<file path="src/core/mrx_pkg.sv">
// package: constants, register map and carrier types of the mii receive frame checker
package mrx_pkg;

  // ==========================================================================
  // geometry
  localparam int unsigned NPORT      = 2;
  localparam int unsigned ADDR_W     = 8;
  localparam int unsigned DATA_W     = 32;
  localparam int unsigned NIB_W      = 4;
  localparam int unsigned PCNT_W     = 5;
  localparam int unsigned DCNT_W     = 17;
  localparam int unsigned FLIM_W     = 16;
  localparam int unsigned ERR_W      = 4;

  // ==========================================================================
  // register offsets (byte addresses)
  localparam logic [7:0] OFF_FRM_LIMITS0  = 8'h40;
  localparam logic [7:0] OFF_FRM_LIMITS1  = 8'h44;
  localparam logic [7:0] OFF_PRE_LIMITS0  = 8'h48;
  localparam logic [7:0] OFF_PRE_LIMITS1  = 8'h4C;
  localparam logic [7:0] OFF_ERR_STATUS0  = 8'h50;
  localparam logic [7:0] OFF_ERR_STATUS1  = 8'h54;
  localparam logic [7:0] OFF_IRQ_STATUS   = 8'h58;
  localparam logic [7:0] OFF_IRQ_CLEAR    = 8'h5C;
  localparam logic [7:0] OFF_IRQ_ENABLE   = 8'h60;

  // ==========================================================================
  // field positions
  localparam int unsigned PRE_LO_LSB      = 0;
  localparam int unsigned PRE_UP_LSB      = 4;
  localparam int unsigned FRM_LO_LSB      = 0;
  localparam int unsigned FRM_UP_LSB      = 16;
  localparam int unsigned ERR_PRE_SHORT   = 0;
  localparam int unsigned ERR_PRE_LONG    = 1;
  localparam int unsigned ERR_FRM_SHORT   = 2;
  localparam int unsigned ERR_FRM_LONG    = 3;

  // ==========================================================================
  // reset values
  localparam logic [7:0]  PRE_LIMITS_RST  = 8'hE1;
  localparam logic [31:0] FRM_LIMITS_RST  = 32'h05F1003F;
  localparam logic [7:0]  IRQ_ENABLE_RST  = 8'h00;

  // ==========================================================================
  // preamble, delimiter and frame limit decoding
  localparam logic [7:0]        SFD_BYTE        = 8'h5D;
  localparam logic [PCNT_W-1:0] SFD_NIBBLES     = 5'h02;
  localparam logic [PCNT_W-1:0] TRUNC_NIBBLES   = 5'h10;
  localparam logic [3:0]        PRE_UP_OFF      = 4'h0;
  localparam logic [3:0]        PRE_UP_RSVD     = 4'h1;
  localparam logic [PCNT_W-1:0] PRE_UP_BIAS     = 5'h02;
  localparam logic [DCNT_W-1:0] FRM_LIMIT_BIAS  = 17'h00001;

  // ==========================================================================
  // types
  typedef enum logic [1:0] {
    ST_IDLE,
    ST_PRE,
    ST_DATA,
    ST_DROP
  } mrx_state_t;

  // one nibble of the forwarded receive stream
  typedef struct packed {
    logic            vld;
    logic [NIB_W-1:0] nib;
    logic            eof;
    logic            odd;
    logic            trunc;
  } mrx_strm_t;

endpackage

</file>
<file path="src/core/mrx_sync.sv">
// two-stage synchroniser for a group of asynchronous pins
`timescale 1ns/1ns
module mrx_sync #(
  parameter int unsigned W = 1
) (
  input  wire logic         core_clk,
  input  wire logic         rst,
  input  wire logic [W-1:0] d,
  output logic      [W-1:0] q
);

  logic [W-1:0] meta_q;

  // ==========================================================================
  // stages
  always_ff @(posedge core_clk) begin
    if (rst) begin
      meta_q <= '0;
      q      <= '0;
    end else begin
      meta_q <= d;
      q      <= meta_q;
    end
  end

endmodule // mrx_sync

</file>
<file path="src/core/mrx_top.sv">
// mii receive preamble and frame length checker with register file
//
// Behaviour
// - count nibbles until byte 0x5D seen
// - preamble over upper limit raises error
// - no delimiter by nibble 16: error, truncate
// - upper limit 0 off, 1 reserved, N+2
// - sixteenth nibble still forwarded as data
// - preamble under lower limit raises error
// - lower limit 0 off, N preamble nibbles
// - preamble nibble values not checked
// - status bit 3: frame too long
// - status bit 2: frame too short
// - status bit 1: preamble too long
// - status bit 0: preamble too short
// - bytes after delimiter over upper limit
// - bytes after delimiter under lower limit
// - frame limit N means N+1 bytes
`timescale 1ns/1ns
module mrx_top (
  input  wire logic                                    core_clk,
  input  wire logic                                    rst,
  input  wire logic [mrx_pkg::ADDR_W-1:0]              reg_addr,
  input  wire logic [mrx_pkg::DATA_W-1:0]              reg_wdata,
  input  wire logic                                    reg_wr,
  input  wire logic                                    reg_rd,
  output logic      [mrx_pkg::DATA_W-1:0]              reg_rdata,
  input  wire logic [mrx_pkg::NPORT-1:0]               mii_rx_clk,
  input  wire logic [mrx_pkg::NPORT-1:0]               mii_rx_dv,
  input  wire logic [mrx_pkg::NPORT-1:0][3:0]          mii_rxd,
  output mrx_pkg::mrx_strm_t [mrx_pkg::NPORT-1:0]      rx_strm,
  output logic                                         irq
);

  localparam int unsigned NP  = mrx_pkg::NPORT;
  localparam int unsigned NIB = mrx_pkg::NIB_W;
  localparam int unsigned IW  = NP * mrx_pkg::ERR_W;

  // ==========================================================================
  // register file state
  // limits are read/write per port; error status only ever gains bits
  logic [7:0]                    plim_q [NP];
  logic [7:0]                    plim_d [NP];
  logic [31:0]                   flim_q [NP];
  logic [31:0]                   flim_d [NP];
  logic [mrx_pkg::ERR_W-1:0]     err_q  [NP];
  logic [mrx_pkg::ERR_W-1:0]     err_d  [NP];
  logic [IW-1:0]                 ist_q;
  logic [IW-1:0]                 ist_d;
  logic [IW-1:0]                 ien_q;
  logic [IW-1:0]                 ien_d;
  logic                          irq_q;
  logic                          irq_d;
  logic [mrx_pkg::DATA_W-1:0]    rdata_q;
  logic [mrx_pkg::DATA_W-1:0]    rdata_d;
  logic [NP-1:0][mrx_pkg::ERR_W-1:0] ev;
  logic [IW-1:0]                 iclr;

  // ==========================================================================
  // per-port receive checker
  genvar p;
  generate
    for (p = 0; p < NP; p++) begin : g_port
      logic [NIB+1:0]                 sync_q;
      logic                           clk_s;
      logic                           dv_s;
      logic [NIB-1:0]                 nib_s;
      logic                           clk_d1_q;
      logic                           stb;
      mrx_pkg::mrx_state_t            st_q;
      mrx_pkg::mrx_state_t            st_d;
      logic [mrx_pkg::PCNT_W-1:0]     pcnt_q;
      logic [mrx_pkg::PCNT_W-1:0]     pcnt_d;
      logic [mrx_pkg::PCNT_W-1:0]     pcnt_n;
      logic [mrx_pkg::DCNT_W-1:0]     dcnt_q;
      logic [mrx_pkg::DCNT_W-1:0]     dcnt_d;
      logic [mrx_pkg::DCNT_W-1:0]     nbytes;
      logic [NIB-1:0]                 prev_q;
      logic [NIB-1:0]                 prev_d;
      mrx_pkg::mrx_strm_t             strm_q;
      mrx_pkg::mrx_strm_t             strm_d;
      logic [mrx_pkg::ERR_W-1:0]      ev_p;
      logic [3:0]                     pre_up;
      logic [3:0]                     pre_lo;
      logic [mrx_pkg::FLIM_W-1:0]     frm_up;
      logic [mrx_pkg::FLIM_W-1:0]     frm_lo;
      logic                           up_en;

      mrx_sync #(
        .W (NIB + 2)
      ) u_sync (
        .core_clk (core_clk),
        .rst      (rst),
        .d        ({mii_rx_clk[p], mii_rx_dv[p], mii_rxd[p]}),
        .q        (sync_q)
      );

      assign clk_s = sync_q[NIB+1];
      assign dv_s  = sync_q[NIB];
      assign nib_s = sync_q[NIB-1:0];
      // sample on the falling link edge: mid-window, away from the data change
      assign stb   = clk_d1_q & ~clk_s;

      assign pre_up = plim_q[p][mrx_pkg::PRE_UP_LSB +: 4];
      assign pre_lo = plim_q[p][mrx_pkg::PRE_LO_LSB +: 4];
      assign frm_up = flim_q[p][mrx_pkg::FRM_UP_LSB +: mrx_pkg::FLIM_W];
      assign frm_lo = flim_q[p][mrx_pkg::FRM_LO_LSB +: mrx_pkg::FLIM_W];
      // reserved upper-limit code is treated as disabled
      assign up_en  = (pre_up != mrx_pkg::PRE_UP_OFF) &&
                      (pre_up != mrx_pkg::PRE_UP_RSVD);
      assign pcnt_n = pcnt_q + 5'h01;
      // a trailing odd nibble is not counted as a byte
      assign nbytes = {1'b0, dcnt_q[mrx_pkg::DCNT_W-1:1]};

      // ======================================================================
      // frame state machine: idle, preamble hunt, payload count, drop after cut
      always_comb begin
        st_d         = st_q;
        pcnt_d       = pcnt_q;
        dcnt_d       = dcnt_q;
        prev_d       = prev_q;
        ev_p         = '0;
        strm_d       = '0;
        strm_d.nib   = nib_s;
        if (stb) begin
          case (st_q)
            mrx_pkg::ST_IDLE: begin
              // the first nibble of a frame already counts as preamble
              if (dv_s) begin
                pcnt_d     = 5'h01;
                prev_d     = nib_s;
                strm_d.vld = 1'b1;
                st_d       = mrx_pkg::ST_PRE;
              end
            end
            mrx_pkg::ST_PRE: begin
              if (!dv_s) begin
                // frame ended before any delimiter: mark the end, judge nothing
                strm_d.eof = 1'b1;
                st_d       = mrx_pkg::ST_IDLE;
              end else begin
                pcnt_d     = pcnt_n;
                prev_d     = nib_s;
                strm_d.vld = 1'b1;
                // delimiter test first: a delimiter on the limit nibble is on time
                if ({prev_q, nib_s} == mrx_pkg::SFD_BYTE) begin
                  dcnt_d = '0;
                  st_d   = mrx_pkg::ST_DATA;
                  if ((pre_lo != 4'h0) &&
                      ((pcnt_n - mrx_pkg::SFD_NIBBLES) < {1'b0, pre_lo})) begin
                    ev_p[mrx_pkg::ERR_PRE_SHORT] = 1'b1;
                  end
                end else begin
                  if (up_en && (pcnt_n == ({1'b0, pre_up} + mrx_pkg::PRE_UP_BIAS))) begin
                    ev_p[mrx_pkg::ERR_PRE_LONG] = 1'b1;
                  end
                  if (pcnt_n == mrx_pkg::TRUNC_NIBBLES) begin
                    // this nibble still goes out, the rest of the frame does not
                    ev_p[mrx_pkg::ERR_PRE_LONG] = 1'b1;
                    strm_d.trunc = 1'b1;
                    st_d         = mrx_pkg::ST_DROP;
                  end
                end
              end
            end
            mrx_pkg::ST_DATA: begin
              if (dv_s) begin
                // saturate rather than wrap so a huge frame still reads as too long
                if (dcnt_q != '1) begin
                  dcnt_d = dcnt_q + 17'h00001;
                end
                strm_d.vld = 1'b1;
              end else begin
                strm_d.eof = 1'b1;
                strm_d.odd = dcnt_q[0];
                if (nbytes > ({1'b0, frm_up} + mrx_pkg::FRM_LIMIT_BIAS)) begin
                  ev_p[mrx_pkg::ERR_FRM_LONG] = 1'b1;
                end
                if (nbytes < ({1'b0, frm_lo} + mrx_pkg::FRM_LIMIT_BIAS)) begin
                  ev_p[mrx_pkg::ERR_FRM_SHORT] = 1'b1;
                end
                st_d = mrx_pkg::ST_IDLE;
              end
            end
            mrx_pkg::ST_DROP: begin
              // truncated frame ends silently: no end or odd-nibble marker
              if (!dv_s) begin
                st_d = mrx_pkg::ST_IDLE;
              end
            end
            default: begin
              st_d = mrx_pkg::ST_IDLE;
            end
          endcase
        end
      end

      // ======================================================================
      // port state registers
      always_ff @(posedge core_clk) begin
        if (rst) begin
          clk_d1_q <= 1'b0;
          st_q     <= mrx_pkg::ST_IDLE;
          pcnt_q   <= '0;
          dcnt_q   <= '0;
          prev_q   <= '0;
          strm_q   <= '0;
        end else begin
          clk_d1_q <= clk_s;
          st_q     <= st_d;
          pcnt_q   <= pcnt_d;
          dcnt_q   <= dcnt_d;
          prev_q   <= prev_d;
          strm_q   <= strm_d;
        end
      end

      assign ev[p]      = ev_p;
      assign rx_strm[p] = strm_q;
    end
  endgenerate

  // ==========================================================================
  // register writes, sticky status and interrupt
  always_comb begin
    iclr = '0;
    for (int i = 0; i < NP; i++) begin
      plim_d[i] = plim_q[i];
      flim_d[i] = flim_q[i];
      // only hardware events reach the error status; bus writes never do
      err_d[i]  = err_q[i] | ev[i];
    end
    ien_d = ien_q;
    if (reg_wr) begin
      case (reg_addr)
        mrx_pkg::OFF_PRE_LIMITS0: plim_d[0] = reg_wdata[7:0];
        mrx_pkg::OFF_PRE_LIMITS1: plim_d[1] = reg_wdata[7:0];
        mrx_pkg::OFF_FRM_LIMITS0: flim_d[0] = reg_wdata;
        mrx_pkg::OFF_FRM_LIMITS1: flim_d[1] = reg_wdata;
        mrx_pkg::OFF_IRQ_CLEAR:   iclr      = reg_wdata[IW-1:0];
        mrx_pkg::OFF_IRQ_ENABLE:  ien_d     = reg_wdata[IW-1:0];
        default: begin
        end
      endcase
    end
    // a new event beats a clear in the same cycle
    ist_d = (ist_q & ~iclr) | ev;
    irq_d = |(ist_d & ien_d);
  end

  // ==========================================================================
  // register reads
  always_comb begin
    // read data are zero outside the cycle after a read strobe
    rdata_d = '0;
    if (reg_rd) begin
      case (reg_addr)
        mrx_pkg::OFF_PRE_LIMITS0: rdata_d = {24'h000000, plim_q[0]};
        mrx_pkg::OFF_PRE_LIMITS1: rdata_d = {24'h000000, plim_q[1]};
        mrx_pkg::OFF_FRM_LIMITS0: rdata_d = flim_q[0];
        mrx_pkg::OFF_FRM_LIMITS1: rdata_d = flim_q[1];
        mrx_pkg::OFF_ERR_STATUS0: rdata_d = {28'h0000000, err_q[0]};
        mrx_pkg::OFF_ERR_STATUS1: rdata_d = {28'h0000000, err_q[1]};
        mrx_pkg::OFF_IRQ_STATUS:  rdata_d = {24'h000000, ist_q};
        mrx_pkg::OFF_IRQ_ENABLE:  rdata_d = {24'h000000, ien_q};
        default:                  rdata_d = '0;
      endcase
    end
  end

  // ==========================================================================
  // register file flops
  always_ff @(posedge core_clk) begin
    if (rst) begin
      for (int i = 0; i < NP; i++) begin
        plim_q[i] <= mrx_pkg::PRE_LIMITS_RST;
        flim_q[i] <= mrx_pkg::FRM_LIMITS_RST;
        err_q[i]  <= '0;
      end
      ist_q   <= '0;
      ien_q   <= mrx_pkg::IRQ_ENABLE_RST;
      irq_q   <= 1'b0;
      rdata_q <= '0;
    end else begin
      for (int i = 0; i < NP; i++) begin
        plim_q[i] <= plim_d[i];
        flim_q[i] <= flim_d[i];
        err_q[i]  <= err_d[i];
      end
      ist_q   <= ist_d;
      ien_q   <= ien_d;
      irq_q   <= irq_d;
      rdata_q <= rdata_d;
    end
  end

  // ==========================================================================
  // outputs straight from their flops
  assign reg_rdata = rdata_q;
  assign irq       = irq_q;

endmodule // mrx_top

</file>
<file path="config.mk">
export PLATFORM = sky130hd
export DESIGN_NAME = mrx_top
export DESIGN_NICKNAME = d
export VERILOG_FILES = /design/src/core/mrx_pkg.sv /design/src/core/mrx_sync.sv /design/src/core/mrx_top.sv
export SDC_FILE = /design/constraint.sdc
export NUM_CORES = 1
export LEC_CHECK = 0
export BUFFER_PORTS_ARGS = -buffer_cell sky130_fd_sc_hd__buf_2
export CAP_MARGIN = 30
export CORE_MARGIN = 4
export CORE_UTILIZATION = 45
export DETAILED_ROUTE_END_ITERATION = 8
export GPL_TIMING_DRIVEN = 0
export PLACE_DENSITY = 0.64
export SLEW_MARGIN = 30
export SYNTH_ARGS = -nofsm -noshare
export SYNTH_HDL_FRONTEND = slang
export SYNTH_SLANG_ARGS = --single-unit
export TNS_END_PERCENT = 50
</file>
<file path="constraint.sdc">
create_clock -name core_clk -period 3.8 [get_ports core_clk]
set_input_delay 0.76 -clock core_clk [delete_from_list [all_inputs] [get_ports core_clk]]
set_output_delay 0.76 -clock core_clk [all_outputs]
set_load 0.005 [all_outputs]
</file>
Word-level counts from Yosys, hierarchy flattened
Memories as Yosys holds them, arrays and structs flattened.
Cells that the tools add are included.
{ "classes": {"addsub": 12, "order_cmp": 6, "eq_ne": 39, "muxes": 82, "bitwise": 27, "reduce_logical": 40} }
{ "ops": {"columns": ["op", "n"], "rows": [
  ["32-bit case mux with 8 select lines", 1],
  ["17-bit 2-to-1 mux", 8],
  ["32-bit 2-to-1 mux", 4],
  ["8-bit by 7-bit equality test with 1-bit output, second input constant", 11],
  ["16-bit by 1-bit adder with 17-bit output, second input constant", 4],
  ["17-bit case mux with 2 select lines", 2],
  ["64-bit 2-to-1 mux", 1],
  ["8-bit 2-to-1 mux", 8],
  ["2-bit 2-to-1 mux", 20],
  ["17-bit by 1-bit adder with 17-bit output, second input constant", 2],
  ["16-bit by 17-bit > comparator with 1-bit output", 2],
  ["16-bit by 17-bit less-than comparator with 1-bit output", 2],
  ["17-bit != test, second input constant", 2],
  ["1-bit 2-to-1 mux", 23],
  ["5-bit 2-to-1 mux", 4],
  ["5-bit case mux with 2 select lines", 2],
  ["8-bit bitwise AND", 2],
  ["16-bit 2-to-1 mux", 1],
  ["4-bit 2-to-1 mux", 4],
  ["4-bit AND reduction", 4],
  ["4-bit nonzero test", 4],
  ["2-bit OR reduction", 7],
  ["1-bit inverter", 13],
  ["2-bit by 1-bit != test with 1-bit output, second input constant", 6],
  ["27 further kinds", 69]
]} }
{ "word_totals": {"reg_bits": 147, "ram_bits": 88, "in_bits": 56, "out_inout_bits": 49, "wordCells": 237, "memories": 3} }
{ "memory_table": {"columns": ["name", "words", "word_bits", "rd", "rd_ports_with_merged_regs", "wr", "line_no", "source"], "rows": [
  ["flim_q", 2, 32, 2, 0, 2, "mrx_top.sv:44", "logic [31:0] flim_q [NP];"],
  ["plim_q", 2, 8, 2, 0, 2, "mrx_top.sv:42", "logic [7:0] plim_q [NP];"],
  ["err_q", 2, 4, 2, 0, 2, "mrx_top.sv:46", "logic [mrx_pkg::ERR_W-1:0] err_q [NP];"]
]} }

Depth between registers and ports, before layout
An unclocked memory read counts as a cell.
{ "logic_depth": {"depth_word": 13, "ltp_mapped": 15, "mapped_depth_nobuf": 15} }

Hierarchy
A second synthesis with hierarchy kept.
{ "unflattened": {"hier_cells": 1459, "hier_area_um2": 12358.1} }
{ "by_module_without_submodules": {"columns": ["mod", "n_inst", "cells_per_inst", "area_per_inst_um2", "seq_area_each_um2"], "rows": [
  ["mrx_top", 1, 1409, 11624.9, 4224.1],
  ["mrx_sync", 2, 25, 366.6, 240.2]
]} }

Worst setup path before layout
Ideal clock, no wire load.
{ "synth_timing": {"path_kind": "reg2reg", "from": "memory flim_q[1][18], in the netlist flim_q[0][50]", "to": "register irq_q, in the netlist irq", "setup_time_ns": 0.126, "arrival_ns": 2.995, "t_required_ns": 3.674, "path_slack_ns": 0.679, "stages_incl_launch_ff": 14, "path_buffers": 0, "period_less_slack_ns": 3.121, "cell_sequence": "dfxtp_1 -> and3_1 -> and4_1 -> and3_1 -> and3_1 -> nand2_1 -> xor2_1 -> ha_1 -> a21o_1 -> a21oi_1 -> or4b_2 -> a32oi_1 -> or2_2 -> a31oi_1"} }
{ "synth_rtl": {"columns": ["item", "line_no", "source"], "rows": [
  ["start: declaration", "mrx_top.sv:44", null],
  ["end signal: assignment", "mrx_top.sv:292", "irq_q <= irq_d;"],
  ["end: declaration", "mrx_top.sv:52", "logic irq_q;"]
]} }

==> summary.md <==
| Metric | Value |
|---|---|
| Worst Path Arrival | 3.95 ns |
| Drt drc | 0 |
| Largest net degree at the start of global routing | 15 |
| Fin nets | 1,704 |
| CP startpoint | flim_q[0][50] |
| Hold path start | mii_rxd[6] |
| DIE WIDTH | 172 microns |
| Fmax | 281 MHz |
| CTS buffer count | 27 |
| Total grt overflow | 0 |
| Clk root buf | clkbuf_16 |
| CP Max Fanout | 6 |
| Final number of setup-violating endpoints | 0 |
| DRT antenna net count | 0 |
| Synth Cell Area | 0.0121 sq mm |
| Die Y | 172 microns |
| Iteration count of the initial detailed-routing pass | 5 |
| Port bufs | 103 |
| Post-synthesis register bit count | 235 |
| Avg WL per Cell | 17.8 microns |
| Initial antenna violation count | 0 |
| Static leakage | 5.70 nW |
| Synth Net Count | 1,572 |
| Critical path cell sequence | and3_1 > and4_1 > and3_1 > and3_1 > nand2_1 > xor2_1 > ha_1 > a21o_1 > a21oi_1 > or4b_2 > a32oi_2 > or2_2 > a31oi_1 |
| # resized after CTS | 0 |
| Routed vias/inst | 5.49 |
| Total Wirelength | 34.0 mm |
| CTS Buffer Depth | 3 |
| Non-Filler Instances | 1,908 |
| GPL Wtd Cong | 0.921 |
| RSZ-0062 raised after global routing | false |
| Clock latency on the worst-skew pair | 0.56 ns |
| Final Hold Viols | 0 |
| Placed wire-length estimate | 25.8 mm |
| Top-level port count | 105 |
| CP max stage delay | 0.69 ns |
| All-Layer GR Usage | 22.9% |
| Mapped Cells | 1,422 |
| Worst Path Required | 4.20 ns |
| Worst Setup Start Kind | flop |
| Seq/Total Area, Yosys | 38.9% |
| Vias in the first global route | 10,000 |
| Synth Warn # | 0 |
| Clock Skews | 0.0144 ns |
| Dpl cells | 1,860 |
| Outcome | finished, final reports clean |
| Fillers | 2,493 |
| Post-synthesis average cell area | 8.51 sq um |
| Tightest Pin Transition | 0.833 ns |
| Worst hold-check path type | in -> reg |
| Hold Buf Count CTS | 0 |
| Starting density of the core | 46.1% |
| Number of max-cap violations | 0 |
| Slowest CP cell | or4b_2 |
| Final cycle utilization of the critical path | 93.5% |
| Via count | 10,500 |
| Main flop type after synthesis | dfxtp_1 |
| Area of the multi-input gates | 0.00701 sq mm |
| EDFF count, synth | 0 |
| Post-CTS Setup Inserts | 0 |
| First-pass GRT wire length | 54.0 mm |
| Layout area overhead | 15.7% |
| Slew Viols, Final | 0 |
| Sequential cell area | 0.00471 sq mm |
| Worst Setup Path Type | reg -> reg |
| Fin Hold WS | 0.411 ns |
| Cell with the most instances on the worst path | and3_1 |
| Die area | 0.0296 sq mm |
| Clock Sinks | 235 |
| Max VDD drop | 331 uV |
| Final TNS setup | 0 ns |
| Detailed Route Iter0 Violations | 813 |
| Power per cell area | 388 mW/mm^2 |
| Netlist cell types | 69 |
| Worst r2r src | flim_q[0][50] |
| Ant diodes | 0 |
| Slew margin rel. | 44.5% |
| TritonCTS clock tree | done |
| Cell Rows | 59 |
| Fin crit period | 3.55 ns |
| CORE AREA | 0.0263 sq mm |
| Layout Utilization | 53.3% |
| Htree depth | 1 |
| Crit path capture type | flop |
| Share of flip-flops with an asynchronous set or reset | 0% |
| Clk pin slew, worst setup/hold paths | 0.06 ns |
| Fraction of final layout cells with drive strength greater than 1 | 12.0% |
[synth_stat cells (24+ instances only)]
cell type	count	area [sq um]
a21oi_1	94	470
a22oi_1	24	180
clkbuf_1	50	188
dfxtp_1	235	4700
ha_1	94	1180
inv_1	32	120
mux2i_1	38	380
nand2_1	209	785
nand3_1	57	285
nand3b_1	32	240
nor2_1	151	567
nor2b_1	50	313
xnor2_1	34	298
xor2_1	67	587
[cells in the final DEF, fill, tap and decap left out, drive strengths merged, types with 5 or more instances in the layout]
master,netlist,final
xor2,67,67
and4,6,6
nand3,57,57
and3,22,22
a31oi,7,7
nand3b,32,32
nor3,17,17
o21bai,6,6
nor4,10,10
and2,9,9
o21ai,23,23
nor2,154,154
a21o,6,6
a221oi,9,9
a22oi,26,26
dfxtp,235,235
a211oi,14,14
inv,32,33
buf,16,119
or3,8,8
ha,94,94
o22ai,11,11
clkbuf,50,85
a211o,9,9
mux2i,38,38
nor2b,50,50
xnor2,34,34
nand2b,7,7
nand2,211,211
clkinv,0,5
a21oi,96,96
nand4,21,21
nor3b,5,5
[critical path, delay by kind of cell, from the launching register on]
family | cells | cell delay, ns
AND/OR/NAND/NOR | 7 | 1.83
XOR/XNOR | 1 | 0.16
flip-flops | 1 | 0.39
adder cells (fa/ha/maj) | 1 | 0.30
AO/OA/AOI/OAI | 4 | 0.72
[routing by layer]
metal  global-route usage [%]  routed length, microns
met1                     32.6                   16300
met4                     5.81                     812
met3                     3.27                    1980
met2                     36.6                   14900
met5                        0                       0
[per-stage QoR]
| stage | area (sq um) | worst slack (ns) | power [W] |
|---|---|---|---|
| 6_report | 14000 | 0.247 | 0.00543 |
| 5_1_grt | 14000 | 0.0259 | 0.00557 |
| 2_1_floorplan | 12100 | 0.679 | 0.00262 |
| 3_3_place_gp | 13000 | 0.103 | 0.00272 |
| 3_5_place_dp | 13000 | 0.120 | 0.00272 |
| 4_1_cts | 14000 | 0.0877 | 0.00548 |
[registers in the layout, summed over array words and instances (netlist names), 4 cells and up]
signal                flops
rx_strm                  16
g_port.u_sync.meta_q     12
g_port.pcnt_q            10
g_port.prev_q             8
ien_q                     8
plim_q                   16
ist_q                     8
g_port.dcnt_q            34
g_port.st_q               4
reg_rdata                32
err_q                     8
g_port.u_sync.q          12
flim_q                   64
[worst paths after layout]
| kind | end | slack (ns) | cells past startpoint |
|---|---|---|---|
| min reg2reg | g_port[0].u_sync.q[5] | 0.43 | 1 |
| min | g_port[1].u_sync.meta_q[2] | 0.41 | 2 |
| max | irq | 0.25 | 13 |
| max reg2reg | irq | 0.25 | 13 |
[report_power, final]
part | internal (W) | switching, W
sequential | 0.00248 | 0.00000959
clock | 0.00168 | 0.00108
combinational | 0.0000595 | 0.000117
total | 0.00422 | 0.00121
[final cells by class]
type / count / area share [%]
multi-input combinational: 1089 / 50.1
sequential: 235 / 33.6
clock buffer: 35 / 5.40
timing repair buffer: 103 / 3.68
tap: 335 / 2.99
buffer: 66 / 1.94
clock inverter: 13 / 1.42
inverter: 32 / 0.858
[kinds of logic after synthesis]
family          share of synthesized area (%)
simple gates                             25.2
mux                                      3.42
fa+ha+maj                                9.72
xor+xnor                                 7.31
buf+inv                                  3.24
flops                                    38.9
compound gates                           12.2
(Power assumes the default switching activity.)
